--- src/hdl/csdc_regs.svh ---
// csdc_regs.svh: constants for the clock source and divider control block
// assumes a 40 MHz mclk and a 6-bit rc trim value
`ifndef CSDC_REGS_SVH
`define CSDC_REGS_SVH

// ------------------------------------------------------------
// clock rate
// ------------------------------------------------------------
`define CSDC_MCLK_PERIOD_NS 25

// ------------------------------------------------------------
// wake-up delay: osc cycles, then a least time in ns
// ------------------------------------------------------------
`define CSDC_XTAL_WAKE_OSC 10'h03e0
`define CSDC_OTHER_WAKE_OSC 10'h00e0
`define CSDC_WAKE_MIN_NS 60000
`define CSDC_WAKE_US_CYC \
    ((`CSDC_WAKE_MIN_NS + `CSDC_MCLK_PERIOD_NS - 1) / `CSDC_MCLK_PERIOD_NS)

// ------------------------------------------------------------
// divider, machine cycle, trim
// ------------------------------------------------------------
`define CSDC_CDIV_W 8
`define CSDC_CDIV_MAX_RATIO 510
`define CSDC_CPU_PER_MACH 2
`define CSDC_TRIM_W 6
`define CSDC_TRIM_EN_RST 1'h0
`define CSDC_LP_RST 1'h0

`endif

--- src/hdl/csdc_pkg.sv ---
// csdc_pkg: types for the clock source and divider control block
// assumes csdc_regs.svh is on the include path
`include "csdc_regs.svh"

package csdc_pkg;

    // ------------------------------------------------------------
    // oscillator source and crystal range from flash configuration
    // ------------------------------------------------------------
    typedef enum logic [1:0] {
        SRC_WDT  = 2'h0,
        SRC_RC   = 2'h1,
        SRC_XTAL = 2'h2,
        SRC_EXT  = 2'h3
    } csdc_src_t;

    // low 20k-100k, medium 100k-4M, high 4M-18M
    typedef enum logic [1:0] {
        RNG_LOW  = 2'h0,
        RNG_MED  = 2'h1,
        RNG_HIGH = 2'h2
    } csdc_range_t;

    typedef struct packed {
        csdc_src_t src;
        csdc_range_t range;
    } csdc_cfg_t;

    typedef struct packed {
        logic clock_out_enable;
        logic [`CSDC_TRIM_W-1:0] value;
    } csdc_trim_t;

    // ------------------------------------------------------------
    // wake-up sequencer
    // ------------------------------------------------------------
    typedef enum logic [2:0] {
        ST_OSC = 3'h1,
        ST_US  = 3'h2,
        ST_RUN = 3'h4
    } csdc_state_t;

endpackage : csdc_pkg

--- src/hdl/csdc_divider.sv ---
// csdc_divider: divides osc ticks into cpu clock ticks
// assumes osc_tick is a one-cycle pulse on mclk
`timescale 1ns/10ps
`include "csdc_regs.svh"

module csdc_divider #(
    parameter int CDIV_W = `CSDC_CDIV_W
) (
    // clock and reset
    input wire logic mclk,
    input wire logic rst,
    // control
    input wire logic run,
    input wire logic osc_tick,
    input wire logic [CDIV_W-1:0] cpu_clock_divider,
    // result
    output logic cpu_tick
);

    logic [CDIV_W:0] cnt_ff;
    logic [CDIV_W:0] nxt_cnt;
    logic [CDIV_W-1:0] cur_ff;
    logic [CDIV_W-1:0] nxt_cur;
    logic tick_ff;
    logic nxt_tick;
    logic [CDIV_W:0] last;

    // ------------------------------------------------------------
    // period of 1 for zero, else twice the setting
    // ------------------------------------------------------------
    always_comb
    begin
        last = (cur_ff == '0) ? '0 : ({cur_ff, 1'b0} - {{CDIV_W{1'b0}}, 1'b1});
        nxt_cnt = cnt_ff;
        nxt_cur = cur_ff;
        nxt_tick = 1'b0;
        if (!run)
        begin
            nxt_cnt = '0;
            nxt_cur = cpu_clock_divider;
        end
        else if (osc_tick)
        begin
            if (cnt_ff >= last)
            begin
                nxt_cnt = '0;
                nxt_tick = 1'b1;
                // new ratio only at a period boundary
                nxt_cur = cpu_clock_divider;
            end
            else
            begin
                nxt_cnt = cnt_ff + {{CDIV_W{1'b0}}, 1'b1};
            end
        end
    end

    always_ff @(posedge mclk or posedge rst)
    begin
        if (rst)
        begin
            cnt_ff <= '0;
            cur_ff <= '0;
            tick_ff <= 1'b0;
        end
        else
        begin
            cnt_ff <= nxt_cnt;
            cur_ff <= nxt_cur;
            tick_ff <= nxt_tick;
        end
    end

    assign cpu_tick = tick_ff;

    // ------------------------------------------------------------
    // checks
    // ------------------------------------------------------------
    a_div_zero_pass: assert property (@(posedge mclk) disable iff (rst)
        (run && osc_tick && cur_ff == '0) |=> tick_ff)
        else $error("zero divider did not pass osc tick");

    a_div_no_early: assert property (@(posedge mclk) disable iff (rst)
        (run && osc_tick && cur_ff != '0 && cnt_ff == '0) |=> !tick_ff)
        else $error("divider ticked before period end");

endmodule : csdc_divider

--- src/hdl/csdc_clock_ctrl.sv ---
// csdc_clock_ctrl: oscillator select, wake-up delay, cpu and peripheral clock ticks
// assumes oscillator inputs are asynchronous square waves well below mclk/2
//
// Behaviour
// - a machine cycle spans exactly two cpu clock cycles
// - osc clock is chosen from one of four sources
// - peripheral clock runs at half the cpu clock frequency
// - 6-bit writable rc trim, loaded from factory value during power-on reset
// - source selection comes from flash configuration, not run-time writes
// - crystal offers low, medium and high frequency ranges
// - clock out drives only if enabled, not crystal source, rtc off crystal
// - clock out frequency is half the cpu clock
// - crystal wake-up holds cpu clock 992 osc cycles plus 60-100 us
// - other sources wake-up holds 224 osc cycles plus 60-100 us
// - programmable divider derives cpu clock, ratio up to 510
// - divider may change any time without disturbing execution
// - low power clock bit clears on every reset; software sets it
// - watchdog oscillator selectable as system clock source
// - only power-on reset reloads trim; other resets leave it
`timescale 1ns/10ps
`include "csdc_regs.svh"

module csdc_clock_ctrl #(
    parameter int CDIV_W = `CSDC_CDIV_W
) (
    // clock and reset
    input wire logic mclk,
    input wire logic rst,
    input wire logic por,
    // flash configuration
    input wire csdc_pkg::csdc_cfg_t cfg,
    input wire logic [`CSDC_TRIM_W-1:0] factory_trim,
    // oscillator inputs
    input wire logic wdt_osc,
    input wire logic rc_osc_clock,
    input wire logic xtal_in_clock_pin,
    // software controls
    input wire logic [CDIV_W-1:0] cpu_clock_divider,
    input wire logic trim_we,
    input wire csdc_pkg::csdc_trim_t trim_wdata,
    input wire logic lp_we,
    input wire logic lp_wdata,
    input wire logic rtc_on_xtal,
    // clock ticks
    output logic cpu_tick,
    output logic mach_cycle,
    output logic pclk,
    output logic cpu_run,
    // clock out pin
    output logic xtal_out_clock_pin,
    output logic xtal_out_clock_pin_oe,
    // status
    output logic xtal_amp_en,
    output csdc_pkg::csdc_range_t xtal_range,
    output csdc_pkg::csdc_trim_t trim_q,
    output logic low_power_clock_bit
);

    localparam logic [11:0] US_LAST = 12'(`CSDC_WAKE_US_CYC - 1);

    // ------------------------------------------------------------
    // oscillator synchronisers and source select
    // ------------------------------------------------------------
    logic [2:0] sync1_ff;
    logic [2:0] sync2_ff;
    logic [2:0] sync3_ff;
    logic [2:0] arm_ff;
    logic [1:0] sel;
    logic osc_tick;

    always_ff @(posedge mclk or posedge rst)
    begin
        if (rst)
        begin
            sync1_ff <= 3'h0;
            sync2_ff <= 3'h0;
            sync3_ff <= 3'h0;
            arm_ff <= 3'h0;
        end
        else
        begin
            sync1_ff <= {xtal_in_clock_pin, rc_osc_clock, wdt_osc};
            sync2_ff <= sync1_ff;
            sync3_ff <= sync2_ff;
            arm_ff <= {arm_ff[1:0], 1'b1};
        end
    end

    csdc_pkg::csdc_state_t state_ff;
    csdc_pkg::csdc_state_t nxt_state;
    csdc_pkg::csdc_cfg_t cfg_ff;
    csdc_pkg::csdc_cfg_t nxt_cfg;
    logic cap_ff;
    logic nxt_cap;
    logic [9:0] osc_cnt_ff;
    logic [9:0] nxt_osc_cnt;
    logic [11:0] us_cnt_ff;
    logic [11:0] nxt_us_cnt;
    logic [9:0] osc_last;
    logic is_xtal;

    always_comb
    begin
        unique case (cfg_ff.src)
            csdc_pkg::SRC_WDT: sel = 2'h0;
            csdc_pkg::SRC_RC: sel = 2'h1;
            csdc_pkg::SRC_XTAL: sel = 2'h2;
            csdc_pkg::SRC_EXT: sel = 2'h2;
        endcase
        // edge flop holds real pin data only from the third cycle: no false edge
        osc_tick = cap_ff & arm_ff[2] & sync2_ff[sel] & ~sync3_ff[sel];
    end

    // ------------------------------------------------------------
    // configuration capture and wake-up sequencer
    // ------------------------------------------------------------
    always_comb
    begin
        is_xtal = (cfg_ff.src == csdc_pkg::SRC_XTAL);
        osc_last = is_xtal ? (`CSDC_XTAL_WAKE_OSC - 10'h001)
                           : (`CSDC_OTHER_WAKE_OSC - 10'h001);
        nxt_state = state_ff;
        nxt_cfg = cfg_ff;
        nxt_cap = cap_ff;
        nxt_osc_cnt = osc_cnt_ff;
        nxt_us_cnt = us_cnt_ff;
        unique case (state_ff)
            csdc_pkg::ST_OSC:
            begin
                if (!cap_ff)
                begin
                    // taken once after reset release only
                    nxt_cfg = cfg;
                    nxt_cap = 1'b1;
                end
                else if (osc_tick)
                begin
                    if (osc_cnt_ff == osc_last)
                    begin
                        nxt_osc_cnt = 10'h000;
                        nxt_state = csdc_pkg::ST_US;
                    end
                    else
                    begin
                        nxt_osc_cnt = osc_cnt_ff + 10'h001;
                    end
                end
            end
            csdc_pkg::ST_US:
            begin
                if (us_cnt_ff == US_LAST)
                begin
                    nxt_state = csdc_pkg::ST_RUN;
                end
                else
                begin
                    nxt_us_cnt = us_cnt_ff + 12'h001;
                end
            end
            csdc_pkg::ST_RUN:
            begin
                nxt_state = csdc_pkg::ST_RUN;
            end
            default:
            begin
                nxt_state = csdc_pkg::ST_OSC;
            end
        endcase
    end

    always_ff @(posedge mclk or posedge rst)
    begin
        if (rst)
        begin
            state_ff <= csdc_pkg::ST_OSC;
            cfg_ff <= '0;
            cap_ff <= 1'b0;
            osc_cnt_ff <= 10'h000;
            us_cnt_ff <= 12'h000;
        end
        else
        begin
            state_ff <= nxt_state;
            cfg_ff <= nxt_cfg;
            cap_ff <= nxt_cap;
            osc_cnt_ff <= nxt_osc_cnt;
            us_cnt_ff <= nxt_us_cnt;
        end
    end

    // ------------------------------------------------------------
    // cpu clock divider
    // ------------------------------------------------------------
    logic div_tick;

    csdc_divider #(
        .CDIV_W(CDIV_W)
    ) u_div (
        .mclk(mclk),
        .rst(rst),
        .run(state_ff == csdc_pkg::ST_RUN),
        .osc_tick(osc_tick),
        .cpu_clock_divider(cpu_clock_divider),
        .cpu_tick(div_tick)
    );

    // ------------------------------------------------------------
    // machine cycle, peripheral clock, clock out
    // ------------------------------------------------------------
    logic phase_ff, nxt_phase;
    logic mach_ff, nxt_mach;
    logic pclk_ff, nxt_pclk;
    logic co_ff, nxt_co;
    logic oe_ff, nxt_oe;
    logic run_ff, nxt_run;
    logic amp_ff, nxt_amp;
    csdc_pkg::csdc_trim_t trim_ff;
    csdc_pkg::csdc_trim_t nxt_trim;

    always_comb
    begin
        nxt_phase = phase_ff ^ div_tick;
        nxt_mach = div_tick & phase_ff;
        nxt_pclk = pclk_ff ^ div_tick;
        nxt_oe = trim_ff.clock_out_enable & ~is_xtal & ~rtc_on_xtal;
        nxt_co = oe_ff ? (co_ff ^ div_tick) : 1'b0;
        nxt_run = (state_ff == csdc_pkg::ST_RUN);
        nxt_amp = cap_ff & is_xtal;
    end

    always_ff @(posedge mclk or posedge rst)
    begin
        if (rst)
        begin
            phase_ff <= 1'b0;
            mach_ff <= 1'b0;
            pclk_ff <= 1'b0;
            co_ff <= 1'b0;
            oe_ff <= 1'b0;
            run_ff <= 1'b0;
            amp_ff <= 1'b0;
        end
        else
        begin
            phase_ff <= nxt_phase;
            mach_ff <= nxt_mach;
            pclk_ff <= nxt_pclk;
            co_ff <= nxt_co;
            oe_ff <= nxt_oe;
            run_ff <= nxt_run;
            amp_ff <= nxt_amp;
        end
    end

    // ------------------------------------------------------------
    // trim register: power-on reset only
    // ------------------------------------------------------------
    always_comb
    begin
        nxt_trim = trim_ff;
        if (por)
        begin
            nxt_trim.value = factory_trim;
            nxt_trim.clock_out_enable = `CSDC_TRIM_EN_RST;
        end
        else if (trim_we)
        begin
            nxt_trim = trim_wdata;
        end
    end

    always_ff @(posedge mclk)
    begin
        trim_ff <= nxt_trim;
    end

    // ------------------------------------------------------------
    // low power clock bit
    // ------------------------------------------------------------
    logic lp_ff, nxt_lp;

    always_comb
    begin
        nxt_lp = lp_we ? lp_wdata : lp_ff;
    end

    always_ff @(posedge mclk or posedge rst)
    begin
        if (rst)
        begin
            lp_ff <= `CSDC_LP_RST;
        end
        else
        begin
            lp_ff <= nxt_lp;
        end
    end

    assign cpu_tick = div_tick;
    assign mach_cycle = mach_ff;
    assign pclk = pclk_ff;
    assign cpu_run = run_ff;
    assign xtal_out_clock_pin = co_ff;
    assign xtal_out_clock_pin_oe = oe_ff;
    assign xtal_amp_en = amp_ff;
    assign xtal_range = cfg_ff.range;
    assign trim_q = trim_ff;
    assign low_power_clock_bit = lp_ff;

    // ------------------------------------------------------------
    // checks
    // ------------------------------------------------------------
    a_mach_two_cpu: assert property (@(posedge mclk) disable iff (rst)
        mach_ff |-> $past(div_tick) && !phase_ff)
        else $error("machine cycle not on second cpu tick");

    a_pclk_half: assert property (@(posedge mclk) disable iff (rst)
        (pclk_ff != $past(pclk_ff)) |-> $past(div_tick))
        else $error("peripheral clock moved without cpu tick");

    a_clkout_gate: assert property (@(posedge mclk) disable iff (rst)
        oe_ff |-> $past(trim_ff.clock_out_enable && !is_xtal && !rtc_on_xtal))
        else $error("clock out driven while not allowed");

    a_clkout_half: assert property (@(posedge mclk) disable iff (rst)
        (co_ff != $past(co_ff)) |-> ($past(div_tick) || !$past(oe_ff)))
        else $error("clock out toggled without cpu tick");

    a_wake_osc_count: assert property (@(posedge mclk) disable iff (rst)
        (state_ff == csdc_pkg::ST_OSC && nxt_state == csdc_pkg::ST_US)
        |-> osc_cnt_ff == (is_xtal ? 10'h03df : 10'h00df))
        else $error("wake osc count wrong");

    a_wake_us_hold: assert property (@(posedge mclk) disable iff (rst)
        $rose(run_ff) |-> $past(us_cnt_ff, 2) == US_LAST)
        else $error("wake time not met");

    a_cpu_held: assert property (@(posedge mclk) disable iff (rst)
        (state_ff != csdc_pkg::ST_RUN) |=> !div_tick)
        else $error("cpu tick during wake-up");

    a_src_frozen: assert property (@(posedge mclk) disable iff (rst)
        cap_ff |=> $stable(cfg_ff))
        else $error("source changed after capture");

    a_trim_por: assert property (@(posedge mclk)
        por |=> trim_ff.value == $past(factory_trim))
        else $error("trim not loaded on power-on");

    a_trim_hold: assert property (@(posedge mclk)
        (!por && !trim_we) |=> $stable(trim_ff))
        else $error("trim changed without write");

    a_lp_clear: assert property (@(posedge mclk)
        $past(rst) |-> !lp_ff)
        else $error("low power bit not cleared by reset");

    c_wake_done: cover property (@(posedge mclk) disable iff (rst) $rose(run_ff));
    c_clkout: cover property (@(posedge mclk) disable iff (rst) oe_ff && div_tick);
    c_div_change: cover property (@(posedge mclk) disable iff (rst)
        run_ff && cpu_clock_divider != $past(cpu_clock_divider));
    c_lp_set: cover property (@(posedge mclk) disable iff (rst) $rose(lp_ff));

endmodule : csdc_clock_ctrl

--- config.mk ---
export PLATFORM = sky130hd
export DESIGN_NAME = csdc_clock_ctrl
export DESIGN_NICKNAME = d
export VERILOG_FILES = /design/src/hdl/csdc_pkg.sv /design/src/hdl/csdc_divider.sv /design/src/hdl/csdc_clock_ctrl.sv
export VERILOG_INCLUDE_DIRS = /design/src /design/src/hdl
export SDC_FILE = /design/constraint.sdc
export NUM_CORES = 1
export LEC_CHECK = 0
export ABC_AREA = 1
export BUFFER_PORTS_ARGS = -buffer_cell sky130_fd_sc_hd__buf_2
export CAP_MARGIN = 20
export CORE_MARGIN = 2
export CORE_UTILIZATION = 30
export CTS_CLUSTER_DIAMETER = 120
export DETAILED_ROUTE_END_ITERATION = 10
export GPL_TIMING_DRIVEN = 0
export RECOVER_POWER = 100
export SYNTH_ARGS = -nofsm -noshare
export SYNTH_HDL_FRONTEND = slang
export SYNTH_SLANG_ARGS = --single-unit
export TNS_END_PERCENT = 5
--- constraint.sdc ---
create_clock -name mclk -period 2.8 [get_ports mclk]
set_clock_uncertainty 0.05 [all_clocks]
set_input_delay 0.28 -clock mclk [delete_from_list [all_inputs] [get_ports mclk]]
set_output_delay 0.28 -clock mclk [all_outputs]
set_load 0.01 [all_outputs]
After elaboration in Yosys (flattened, before gate mapping)
Cells that the tools add are included.
Widths: inputs -> output; s select.
{"block": "word_totals", "elab_cells": 92, "reg_bits": 75, "inputBits": 35, "out_inout_bits": 17}
{"block": "classes", "bitwise_logic": 15, "eq_ne": 14, "order_cmp": 2, "n_reduce_logical": 9, "addsub": 4, "muxes": 25}
{"op": "$mux 9", "n": 4}
{"op": "$mux 8", "n": 3}
{"op": "$mux 10", "n": 2}
{"op": "$add 12x1->12 const B", "n": 1}
{"op": "$eq 12x12->1 const B", "n": 1}
{"op": "$mux 3", "n": 4}
{"op": "$mux 6", "n": 2}
{"op": "$add 10x1->10 const B", "n": 1}
{"op": "$eq 10x10->1", "n": 1}
{"op": "$ne 2x2->1 const B", "n": 5}
{"op": "$add 9x1->9 const B", "n": 1}
{"op": "$ge 9x9->1", "n": 1}
{"op": "$pmux 3 s3", "n": 1}
{"op": "$sub 9x1->9 const B", "n": 1}
{"op": "$logic_not 8->1", "n": 1}
{"op": "$and 1x1->1", "n": 7}
{"op": "$mux 1", "n": 6}
{"op": "$pmux 2 s3", "n": 1}
{"op": "$reduce_and 2->1", "n": 3}
{"op": "$not 1->1", "n": 5}
{"op": "$bmux 1 s2", "n": 2}
{"op": "$eq 2x2->1 const B", "n": 2}
{"op": "$reduce_and 4->1", "n": 1}
{"op": "$eq 3x1->1 const B", "n": 1}
{"op": "other kinds (10)", "n": 12}

Depth between registers and ports, before layout
Gate-level depths: netlist (run 1).
{"block": "logic_depth", "word_depth": 10, "mapped_depth": 15, "mapped_depth_nobuf": 15}

Hierarchy
A second synthesis (run 1) with hierarchy kept.
{"block": "unflattened", "hier_cells": 488, "hier_area_um2": 4002.6}
{"module": "csdc_clock_ctrl", "area_per_inst_um2": 2666.3, "seq_area_each_um2": 1452.6, "n_inst": 1, "cells_each": 304}
{"module": "csdc_divider", "area_per_inst_um2": 1336.3, "seq_area_each_um2": 450.4, "n_inst": 1, "cells_each": 184}

Least setup slack after synthesis (run 1)
Ideal clock, no wire load.
{"block": "synth_path", "kind": "register to register", "startpoint": "register u_div.cur_ff[2]", "endpoint": "register u_div.cur_ff[0]", "t_required_ps": 2685, "setup_ps": 65, "path_buffers": 0, "path_stages_with_launch": 13, "slack_ps": 554, "arrival_ps": 2131, "period_less_slack_ps": 2246, "path_cell_list": "dfrtp_1 -> nor3_1 -> nand2_1 -> o31ai_1 -> nand3_1 -> ha_1 -> a21oi_1 -> nand2_1 -> nor2_1 -> nand3_2 -> nand2_2 -> nand2_1 -> nand2_1"}
{"block": "synth_between", "elab_chain_cells": 5, "elab_cells_between_ends": 6, "classes_between": "add/sub: 1; order compare: 1; eq/ne: 1; mux: 1; reduce/logical: 2"}
{"item": "start, declared", "line": "csdc_divider.sv:22", "rtl": "logic [CDIV_W-1:0] cur_ff;"}
{"item": "start signal, assigned", "line": "csdc_divider.sv:69", "rtl": "cur_ff <= nxt_cur;"}
{"item": "$sub 9x1->9 or $logic_not 8->1 (tied branches)", "line": "csdc_divider.sv:33", "rtl": "last = (cur_ff == '0) ? '0 : ({cur_ff, 1'b0} - {{CDIV_W{1'b0}}, 1'b1});"}
{"item": "$mux 9 *", "line": "csdc_divider.sv:33"}
{"item": "$ge 9x9->1 *", "line": "csdc_divider.sv:44", "rtl": "if (cnt_ff >= last)"}
{"item": "$ne 2x1->1 (no source line) *"}
{"item": "$reduce_and 2->1 (no source line) *"}
Every way passes the cells marked *; elsewhere a longest branch is shown, timed or not.
A chain may end at the register's enable or synchronous reset.

Worst setup path in the final report (run 1)
{"block": "layout_path", "startpoint": "register u_div.cur_ff[2]", "endpoint": "register u_div.cur_ff[1]"}
The elaborated chain is that of the path after synthesis.

==> impl_summary.log, run 1 <==
INFO  metric post_route_cells_drive_above_1_share = 0.1250
INFO  metric worst-r2r-setup-slack = 0.27 ns
INFO  metric outcome = completed
INFO  metric synth_cell_types = 34
INFO  metric holdCritPathClass = in2reg
INFO  metric worst-r2r-cell-count = 14
INFO  metric max-cap-violations = 0
INFO  metric yosysWarningCount = 0
INFO  metric gr-usage-all-layers = 0.1196
INFO  metric yosysSeqAreaShare = 0.4910
INFO  metric layout_min_cycle_time = 2.529 ns
INFO  metric antenna-diode-count = 0
INFO  metric mappedNetlistNets = 531
INFO  metric cell_chosen_for_the_clock_root = sky130_fd_sc_hd__clkbuf_16
INFO  metric total_number_of_clock_tree_sinks = 75
INFO  metric number_of_non_filler_instances_in_the_completed_layout = 724
INFO  metric finalHoldViolations = 0
INFO  metric wl_per_cell = 10.74 um
INFO  metric worst_skew_pair_later_pin_latency = 0.33 ns
INFO  metric yosysMostFrequentCell = sky130_fd_sc_hd__nand2_1
INFO  metric worstSetupEndpoint = u_div.cur_ff[1]
INFO  metric clock_tree_from_tritoncts = built
INFO  metric postSynthCellCount = 481
INFO  metric vias = 3211
INFO  metric worst-path-max-fanout = 9
INFO  metric final.period_utilization = 0.9033
INFO  metric leakagePower = 2.290 nW
INFO  metric first_iter_violations = 121
INFO  metric synth_enable_flop_cells = 6
INFO  metric cts.htree.levels = 3
INFO  metric cts_inserted_buffers = 9
INFO  metric io_pins = 52
INFO  metric whs = 0.04030 ns
INFO  metric worst_pin_slew = 1.401 ns
INFO  metric route.antenna.remaining_nets = 0
INFO  metric synth.top_cells.by_area = sky130_fd_sc_hd__dfrtp_1 43%, sky130_fd_sc_hd__nand2_1 15%, sky130_fd_sc_hd__inv_1 6.5%, sky130_fd_sc_hd__nand3_1 5.2%, sky130_fd_sc_hd__ha_1 4.8%
INFO  metric power_density = 555.1 nW/um^2
INFO  metric dieArea = 13850 sq um
INFO  metric timing.hold.worst.start = rtc_on_xtal
INFO  metric initial_antenna_violation_count = 0
INFO  metric port-buffer-count = 51
INFO  metric rr_startpoint = u_div.cur_ff[2]
INFO  metric worst_setup_path_startpoint = u_div.cur_ff[2]
INFO  metric buffer_depth_of_the_longest_clock_path = 2
INFO  metric ff_latch_area = 1903 sq um
INFO  metric layout-area-overhead-vs-synth = 19.92%
INFO  metric place_inst = 704
INFO  metric fmax = 395.4 MHz
INFO  metric start_util = 0.3072
INFO  metric multi_input_area = 1659 sq um
INFO  metric yosys-top-cells-count = 150 x sky130_fd_sc_hd__nand2_1, 67 x sky130_fd_sc_hd__dfrtp_1, 67 x sky130_fd_sc_hd__inv_1, 40 x sky130_fd_sc_hd__nand3_1, 40 x sky130_fd_sc_hd__nor2_1
INFO  metric rows = 41
INFO  metric grt_first_pass_wirelength = 13.66 mm
INFO  metric cp-start-kind = register
INFO  metric globalplace.congestion = 0.8546
INFO  metric drc = 0
INFO  metric core_area = 12620 sq um
INFO  metric layout.nets = 597
INFO  metric maxSlewHeadroom = 0.06582
INFO  metric pin_count_of_the_biggest_net_entering_global_routing = 69
INFO  metric synth_top_cell_area_share = 0.4325
INFO  metric die-height = 117.7 um
INFO  metric worstReg2RegEnd = u_div.cur_ff[1]
INFO  metric unrepaired_setup_endpoints_after_global_routing = true
INFO  metric timing.critical_path.to_type = register
INFO  metric final_count_of_pins_violating_max_slew = 0
INFO  metric syn-cell-area = 3876 sq um
INFO  metric die_width = 117.7 um
INFO  metric irDropWorstVdd = 0.2953 mV
INFO  metric crit_required = 3.02 ns
INFO  metric drt-pass1-iter-count = 5
INFO  metric post_drt_via_cell_ratio = 4.435
INFO  metric clk_transition_reported_paths = 0.06 ns
INFO  metric post-synth-top-area-cell = sky130_fd_sc_hd__dfrtp_1
INFO  metric yosys_register_bits = 75
INFO  metric routed_wl = 7.775 mm
INFO  metric path_class = reg2reg
INFO  metric yosys_most_used_dff = sky130_fd_sc_hd__dfrtp_1
INFO  metric fillCellCount = 1339
INFO  metric async_flop_share = 0.9067
INFO  metric per_instance_average_area_after_synthesis = 8.059 sq um
INFO  metric hpwl = 5.773 mm
INFO  metric first_global_vias = 3093
INFO  metric endpoint_arrival_time_on_the_critical_path = 2.75 ns
INFO  metric setup-violations-final = 0
INFO  metric gr-total-overflow = 0
cell type report:
| cell class | count | share of cell area |
|---|---|---|
| Buffer | 7 | 0.008075 |
| Multi-Input combinational cell | 331 | 0.3569 |
| Clock inverter | 7 | 0.01777 |
| Tap cell | 172 | 0.04630 |
| Inverter | 68 | 0.05491 |
| Sequential cell | 75 | 0.4094 |
| Timing Repair Buffer | 55 | 0.05814 |
| Clock buffer | 9 | 0.04845 |
kinds of logic after synthesis:
logic type | after synthesis | synth area share
XOR/XNOR | 12 | 0.02711
AND/OR/NAND/NOR | 265 | 0.2973
adder cells (fa/ha/maj) | 15 | 0.04842
multiplexers | 3 | 0.008715
other | 1 | 0.0009674
buffers and inverters | 75 | 0.07843
flip-flops | 75 | 0.4910
AO/OA/AOI/OAI | 35 | 0.04810
report_power, final:
| group | leakage, nW | internal [W] | switching [W] |
|---|---|---|---|
| clock network | 0.150 | 0.000707 | 0.000476 |
| logic | 1.19 | 0.0000773 | 0.000119 |
| registers | 0.946 | 0.00116 | 0.0000437 |
| total | 2.29 | 0.00194 | 0.000639 |
through the flow:
step / util / setup WS, ns / area [sq um] / total power [W] / TNS [ns]
detailed placement: 0.3446 / 0.1078 / 4349 / 0.001421 / 0
CTS: 0.3714 / 0.09125 / 4687 / 0.002623 / 0
global placement: 0.3444 / -0.07699 / 4347 / 0.001412 / -4.776
finish: 0.3683 / 0.2709 / 4648 / 0.002580 / 0
floorplan: - / 0.5540 / 3876 / 0.001343 / 0
global route: 0.3683 / -0.01050 / 4648 / 0.002697 / -0.01248
what timing repair did:
item / in CTS / in global routing
setup buffers: 0 / 1
hold buffers: 3 / 0
setup endpoints to repair: 0 / 14
endpoints found under the hold margin: 3 / 0
resized for setup: 0 / 5
cells in the final DEF, fill, tap and decap left out, drive strengths merged:
master / instances
xnor2: 1
dlygate4sd3: 3
clkbuf: 29
dfxtp: 1
nand4: 12
o21ai: 24
nor3: 12
xor2: 11
o31ai: 1
mux2: 3
nor2: 42
bufinv: 1
or2: 1
buf: 39
conb: 1
edfxtp: 6
ha: 15
dfrtp: 67
nor4: 1
o21bai: 1
a21oi: 8
o21a: 1
nand3b: 3
nand2: 153
clkinvlp: 1
clkinv: 1
nand3: 41
dfstp: 1
inv: 72
sequential cells by signal, indices dropped and copies added (netlist names), 2 cells and up:
| signal | flops |
|---|---|
| sync1_ff | 3 |
| us_cnt_ff | 12 |
| xtal_range | 2 |
| trim_q | 7 |
| state_ff | 3 |
| cfg_ff | 2 |
| osc_cnt_ff | 10 |
| u_div.cur_ff | 8 |
| u_div.cnt_ff | 9 |
| arm_ff | 3 |
| sync3_ff | 3 |
| sync2_ff | 3 |
worst max-delay path: stages, from the launching register on:
cell                      delay [ns]
sky130_fd_sc_hd__dfrtp_1        0.43
sky130_fd_sc_hd__nor3_2         0.22
sky130_fd_sc_hd__nand2_1        0.12
sky130_fd_sc_hd__o31ai_1        0.22
sky130_fd_sc_hd__nand3_1        0.13
sky130_fd_sc_hd__ha_1           0.31
sky130_fd_sc_hd__nand2_1        0.10
sky130_fd_sc_hd__inv_1          0.05
sky130_fd_sc_hd__nand2_1        0.08
sky130_fd_sc_hd__nand2_1        0.05
sky130_fd_sc_hd__nor2_1         0.17
sky130_fd_sc_hd__nand3_2        0.23
sky130_fd_sc_hd__nand2_4        0.18
sky130_fd_sc_hd__nand2_1        0.06
sky130_fd_sc_hd__nand2_1        0.06
layer usage:
layer / part of all wire / global-route usage
met5: 0 / 0
met4: 0.018 / 0.05422
met3: 0.045 / 0.03246
met2: 0.48 / 0.1995
met1: 0.45 / 0.1439
how the worst min path moves through the flow:
stage | endpoint | cells after the start | slack [ns]
2_1_floorplan | sync1_ff[0] | 0 | 0.26
3_3_place_gp | sync2_ff[0] | 0 | 0.28
3_5_place_dp | arm_ff[1] | 0 | 0.28
4_1_cts | xtal_out_clock_pin_oe | 2 | 0.03
5_1_grt | xtal_out_clock_pin_oe | 2 | 0.03
6_report | xtal_out_clock_pin_oe | 2 | 0.04
Power figures use the tool's default switching activity.
==> run 2, diff against run 1 <==
- REMOVE_ABC_BUFFERS: default -> 1
==> run 2 against run 1 <==
Net effect:
- largest cell class unchanged
- core utilization is 0.24 points lower
- global-route usage is 0.15 points lower
- clock power is 5% lower
- via count is 0.16% higher
- sequential power hardly changed
- hold slack worse by 0.0069 ns
- die area stayed put
- setup slack worse by 0.085 ns
- largest power group unchanged
- design area is 0.65% lower
- first-iteration DRC count is 38% higher
- routed wire length is 0.10% higher
- register-to-register slack worse by 0.09 ns
==> impl_summary.log, run 2 (synthesized netlist as in run 1, its figures left out) <==
INFO  metric drt-pass1-iter-count = 4 (-1)
INFO  metric total_number_of_clock_tree_sinks = 75 (unchanged)
INFO  metric power_density = 545.3 nW/um^2 (-1.8%)
INFO  metric cell_chosen_for_the_clock_root = sky130_fd_sc_hd__clkbuf_16
INFO  metric port-buffer-count = 51 (unchanged)
INFO  metric io_pins = 52 (unchanged)
INFO  metric holdCritPathClass = in2reg
INFO  metric start_util = 0.3072 (unchanged)
INFO  metric setup-violations-final = 0 (unchanged)
INFO  metric globalplace.congestion = 0.8285 (-3.1%)
INFO  metric crit_slowest_cell = sky130_fd_sc_hd__dfrtp_1
INFO  metric clk_transition_reported_paths = 0.07 ns (about the same)
INFO  metric core_area = 12620 sq um (unchanged)
INFO  metric cts.htree.levels = 3 (unchanged)
INFO  metric final_cell_mix = 150 x sky130_fd_sc_hd__nand2_1, 67 x sky130_fd_sc_hd__inv_1, 67 x sky130_fd_sc_hd__dfrtp_1
INFO  metric grt_first_pass_wirelength = 13.57 mm (-0.71%)
INFO  metric drc = 0 (unchanged)
INFO  metric initial_antenna_violation_count = 0 (unchanged)
INFO  metric pin_count_of_the_biggest_net_entering_global_routing = 69 (unchanged)
INFO  metric maxSlewHeadroom = 0.07544 (+0.009618)
INFO  metric number_of_non_filler_instances_in_the_completed_layout = 719 (-0.69%)
INFO  metric worst-path-max-fanout = 5 (-4)
INFO  metric wl_per_cell = 10.82 um (+0.80%)
INFO  metric clock_tree_from_tritoncts = built
INFO  metric gr-total-overflow = 0 (unchanged)
INFO  metric layout.nets = 592 (-0.84%)
INFO  metric path_class = reg2reg
INFO  metric dieArea = 13850 sq um (unchanged)
INFO  metric max-cap-violations = 0 (unchanged)
INFO  metric largest_reg_by_ff_count = us_cnt_ff
INFO  metric leakagePower = 2.273 nW (-0.73%)
INFO  metric finalHoldViolations = 0 (unchanged)
INFO  metric cp_slowest_stage_delay = 0.42 ns (about the same)
INFO  metric largest_reg_flops = 12 (unchanged)
INFO  metric worst_skew_pair_later_pin_latency = 0.33 ns (about the same)
INFO  metric place_inst = 697 (-0.99%)
INFO  metric cts_inserted_buffers = 9 (unchanged)
INFO  metric critical_path.most_common_cell = sky130_fd_sc_hd__nand2_1
INFO  metric ordered_list_of_cells_on_the_worst_path = nor3_2 > nand2_1 > o31ai_1 > nand3_1 > ha_1 > nand2_1 > nor2_1 > nand2_1 > inv_1 > o21ai_1 > nand2_1 > nand2_1 > nand2_2 > nor2_1
INFO  metric route.antenna.remaining_nets = 0 (unchanged)
INFO  metric layout-area-overhead-vs-synth = 19.14%
INFO  metric layout_top_registers = us_cnt_ff x12, osc_cnt_ff x10, u_div.cnt_ff x9
INFO  metric fmax = 382.5 MHz (-3.3%)
INFO  metric crit_buf_inv = 1 (unchanged)
INFO  metric endpoint_arrival_time_on_the_critical_path = 2.79 ns (+0.04 ns)
INFO  metric rows = 41 (unchanged)
INFO  metric final_core_util = 0.3660 (-0.002379)
INFO  metric first_global_vias = 3093 (unchanged)
INFO  metric irDropWorstVdd = 0.2914 mV (-1.3%)
INFO  metric mostFrequentLayoutCell = sky130_fd_sc_hd__nand2_1
INFO  metric timing.critical_path.to_type = register
INFO  metric final_count_of_pins_violating_max_slew = 0 (unchanged)
INFO  metric worst_pin_slew = 1.385 ns (-0.01645 ns)
INFO  metric hpwl = 5.689 mm (-1.5%)
INFO  metric cp-start-kind = register
INFO  metric critical-path-top-delay-family = simple AND/OR/NAND/NOR gates
INFO  metric buffer_depth_of_the_longest_clock_path = 2 (unchanged)
INFO  metric layout_min_cycle_time = 2.614 ns (+0.08510 ns)
INFO  metric routed_wl = 7.783 mm (+0.10%)
INFO  metric final.period_utilization = 0.9337 (+0.03039)
INFO  metric gr-usage-all-layers = 0.1181 (-0.001466)
INFO  metric vias = 3216 (+0.16%)
INFO  metric first_iter_violations = 167 (+38%)
INFO  metric die_width = 117.7 um (unchanged)
INFO  metric die-height = 117.7 um (unchanged)
INFO  metric post_route_cells_drive_above_1_share = 0.1207 (-0.004342)
INFO  metric setup_slack = 0.1858 ns (-0.08510 ns)
INFO  metric post_drt_via_cell_ratio = 4.473 (+0.85%)
INFO  metric antenna-diode-count = 0 (unchanged)
INFO  metric outcome = completed
INFO  metric crit_required = 2.97 ns (-0.05 ns)
INFO  metric preCtsSetupSlack = 0.05942 ns (-0.04842 ns)
## run 2: per-layer routing
metal | part of all wire | GRT usage | vias up
met3 | 0.031 | 0.03343 | 10
met2 | 0.49 | 0.1908 | 54
met1 | 0.47 | 0.1485 | 1500
met4 | 0.013 | 0.04895 | 0
li1 | - | - | 1652
met5 | 0 | 0 | -
## run 2: final cells by class
cell class,count,area [sq um]
repair buffers,57,285.3
well taps,172,215.2
fillers,1335,8001
inverters,68,255.2
flip-flops and latches,75,1903
clock buffers,9,225.2
multi-input cells,331,1670
clock inverters,7,63.81
## run 2: path summary, 6_finish.rpt
path	endpoint	cells after the start	slack (ns)	start
worst min register to register	arm_ff[1]	0	0.30	arm_ff[0]
max in group asynchronous	us_cnt_ff[7]	2	1.57	rst
min in group asynchronous	u_div.cur_ff[1]	2	0.29	rst
worst min-delay path	xtal_out_clock_pin_oe	2	0.03	rtc_on_xtal
worst max-delay path	u_div.cnt_ff[3]	14	0.19	u_div.cur_ff[1]
worst max register to register	u_div.cnt_ff[3]	14	0.19	u_div.cur_ff[1]
## run 2: timing repair
action,in CTS,in global routing
setup endpoints to repair,0,15
hold buffers,3,0
buffers inserted,0,3
resized for setup,0,7
hold endpoints to repair,3,0
## run 2: per-stage QoR
stage	setup TNS (ns)	instance area, sq um	total power, W	hold WS, ns
floorplan	0	3827	0.001340	0.2614
finish	0	4618	0.002518	0.03338
global placement	-6.900	4298	0.001410	0.2819
global route	-0.03923	4618	0.002642	0.01669
CTS	0	4619	0.002557	0.01963
detailed placement	0	4300	0.001419	0.2847
## run 2: where the power goes
group	internal [W]	switching (W)	leakage [nW]
clock	0.000625	0.000499	0.144
sequential	0.00116	0.0000466	0.944
combinational	0.0000749	0.000116	1.19
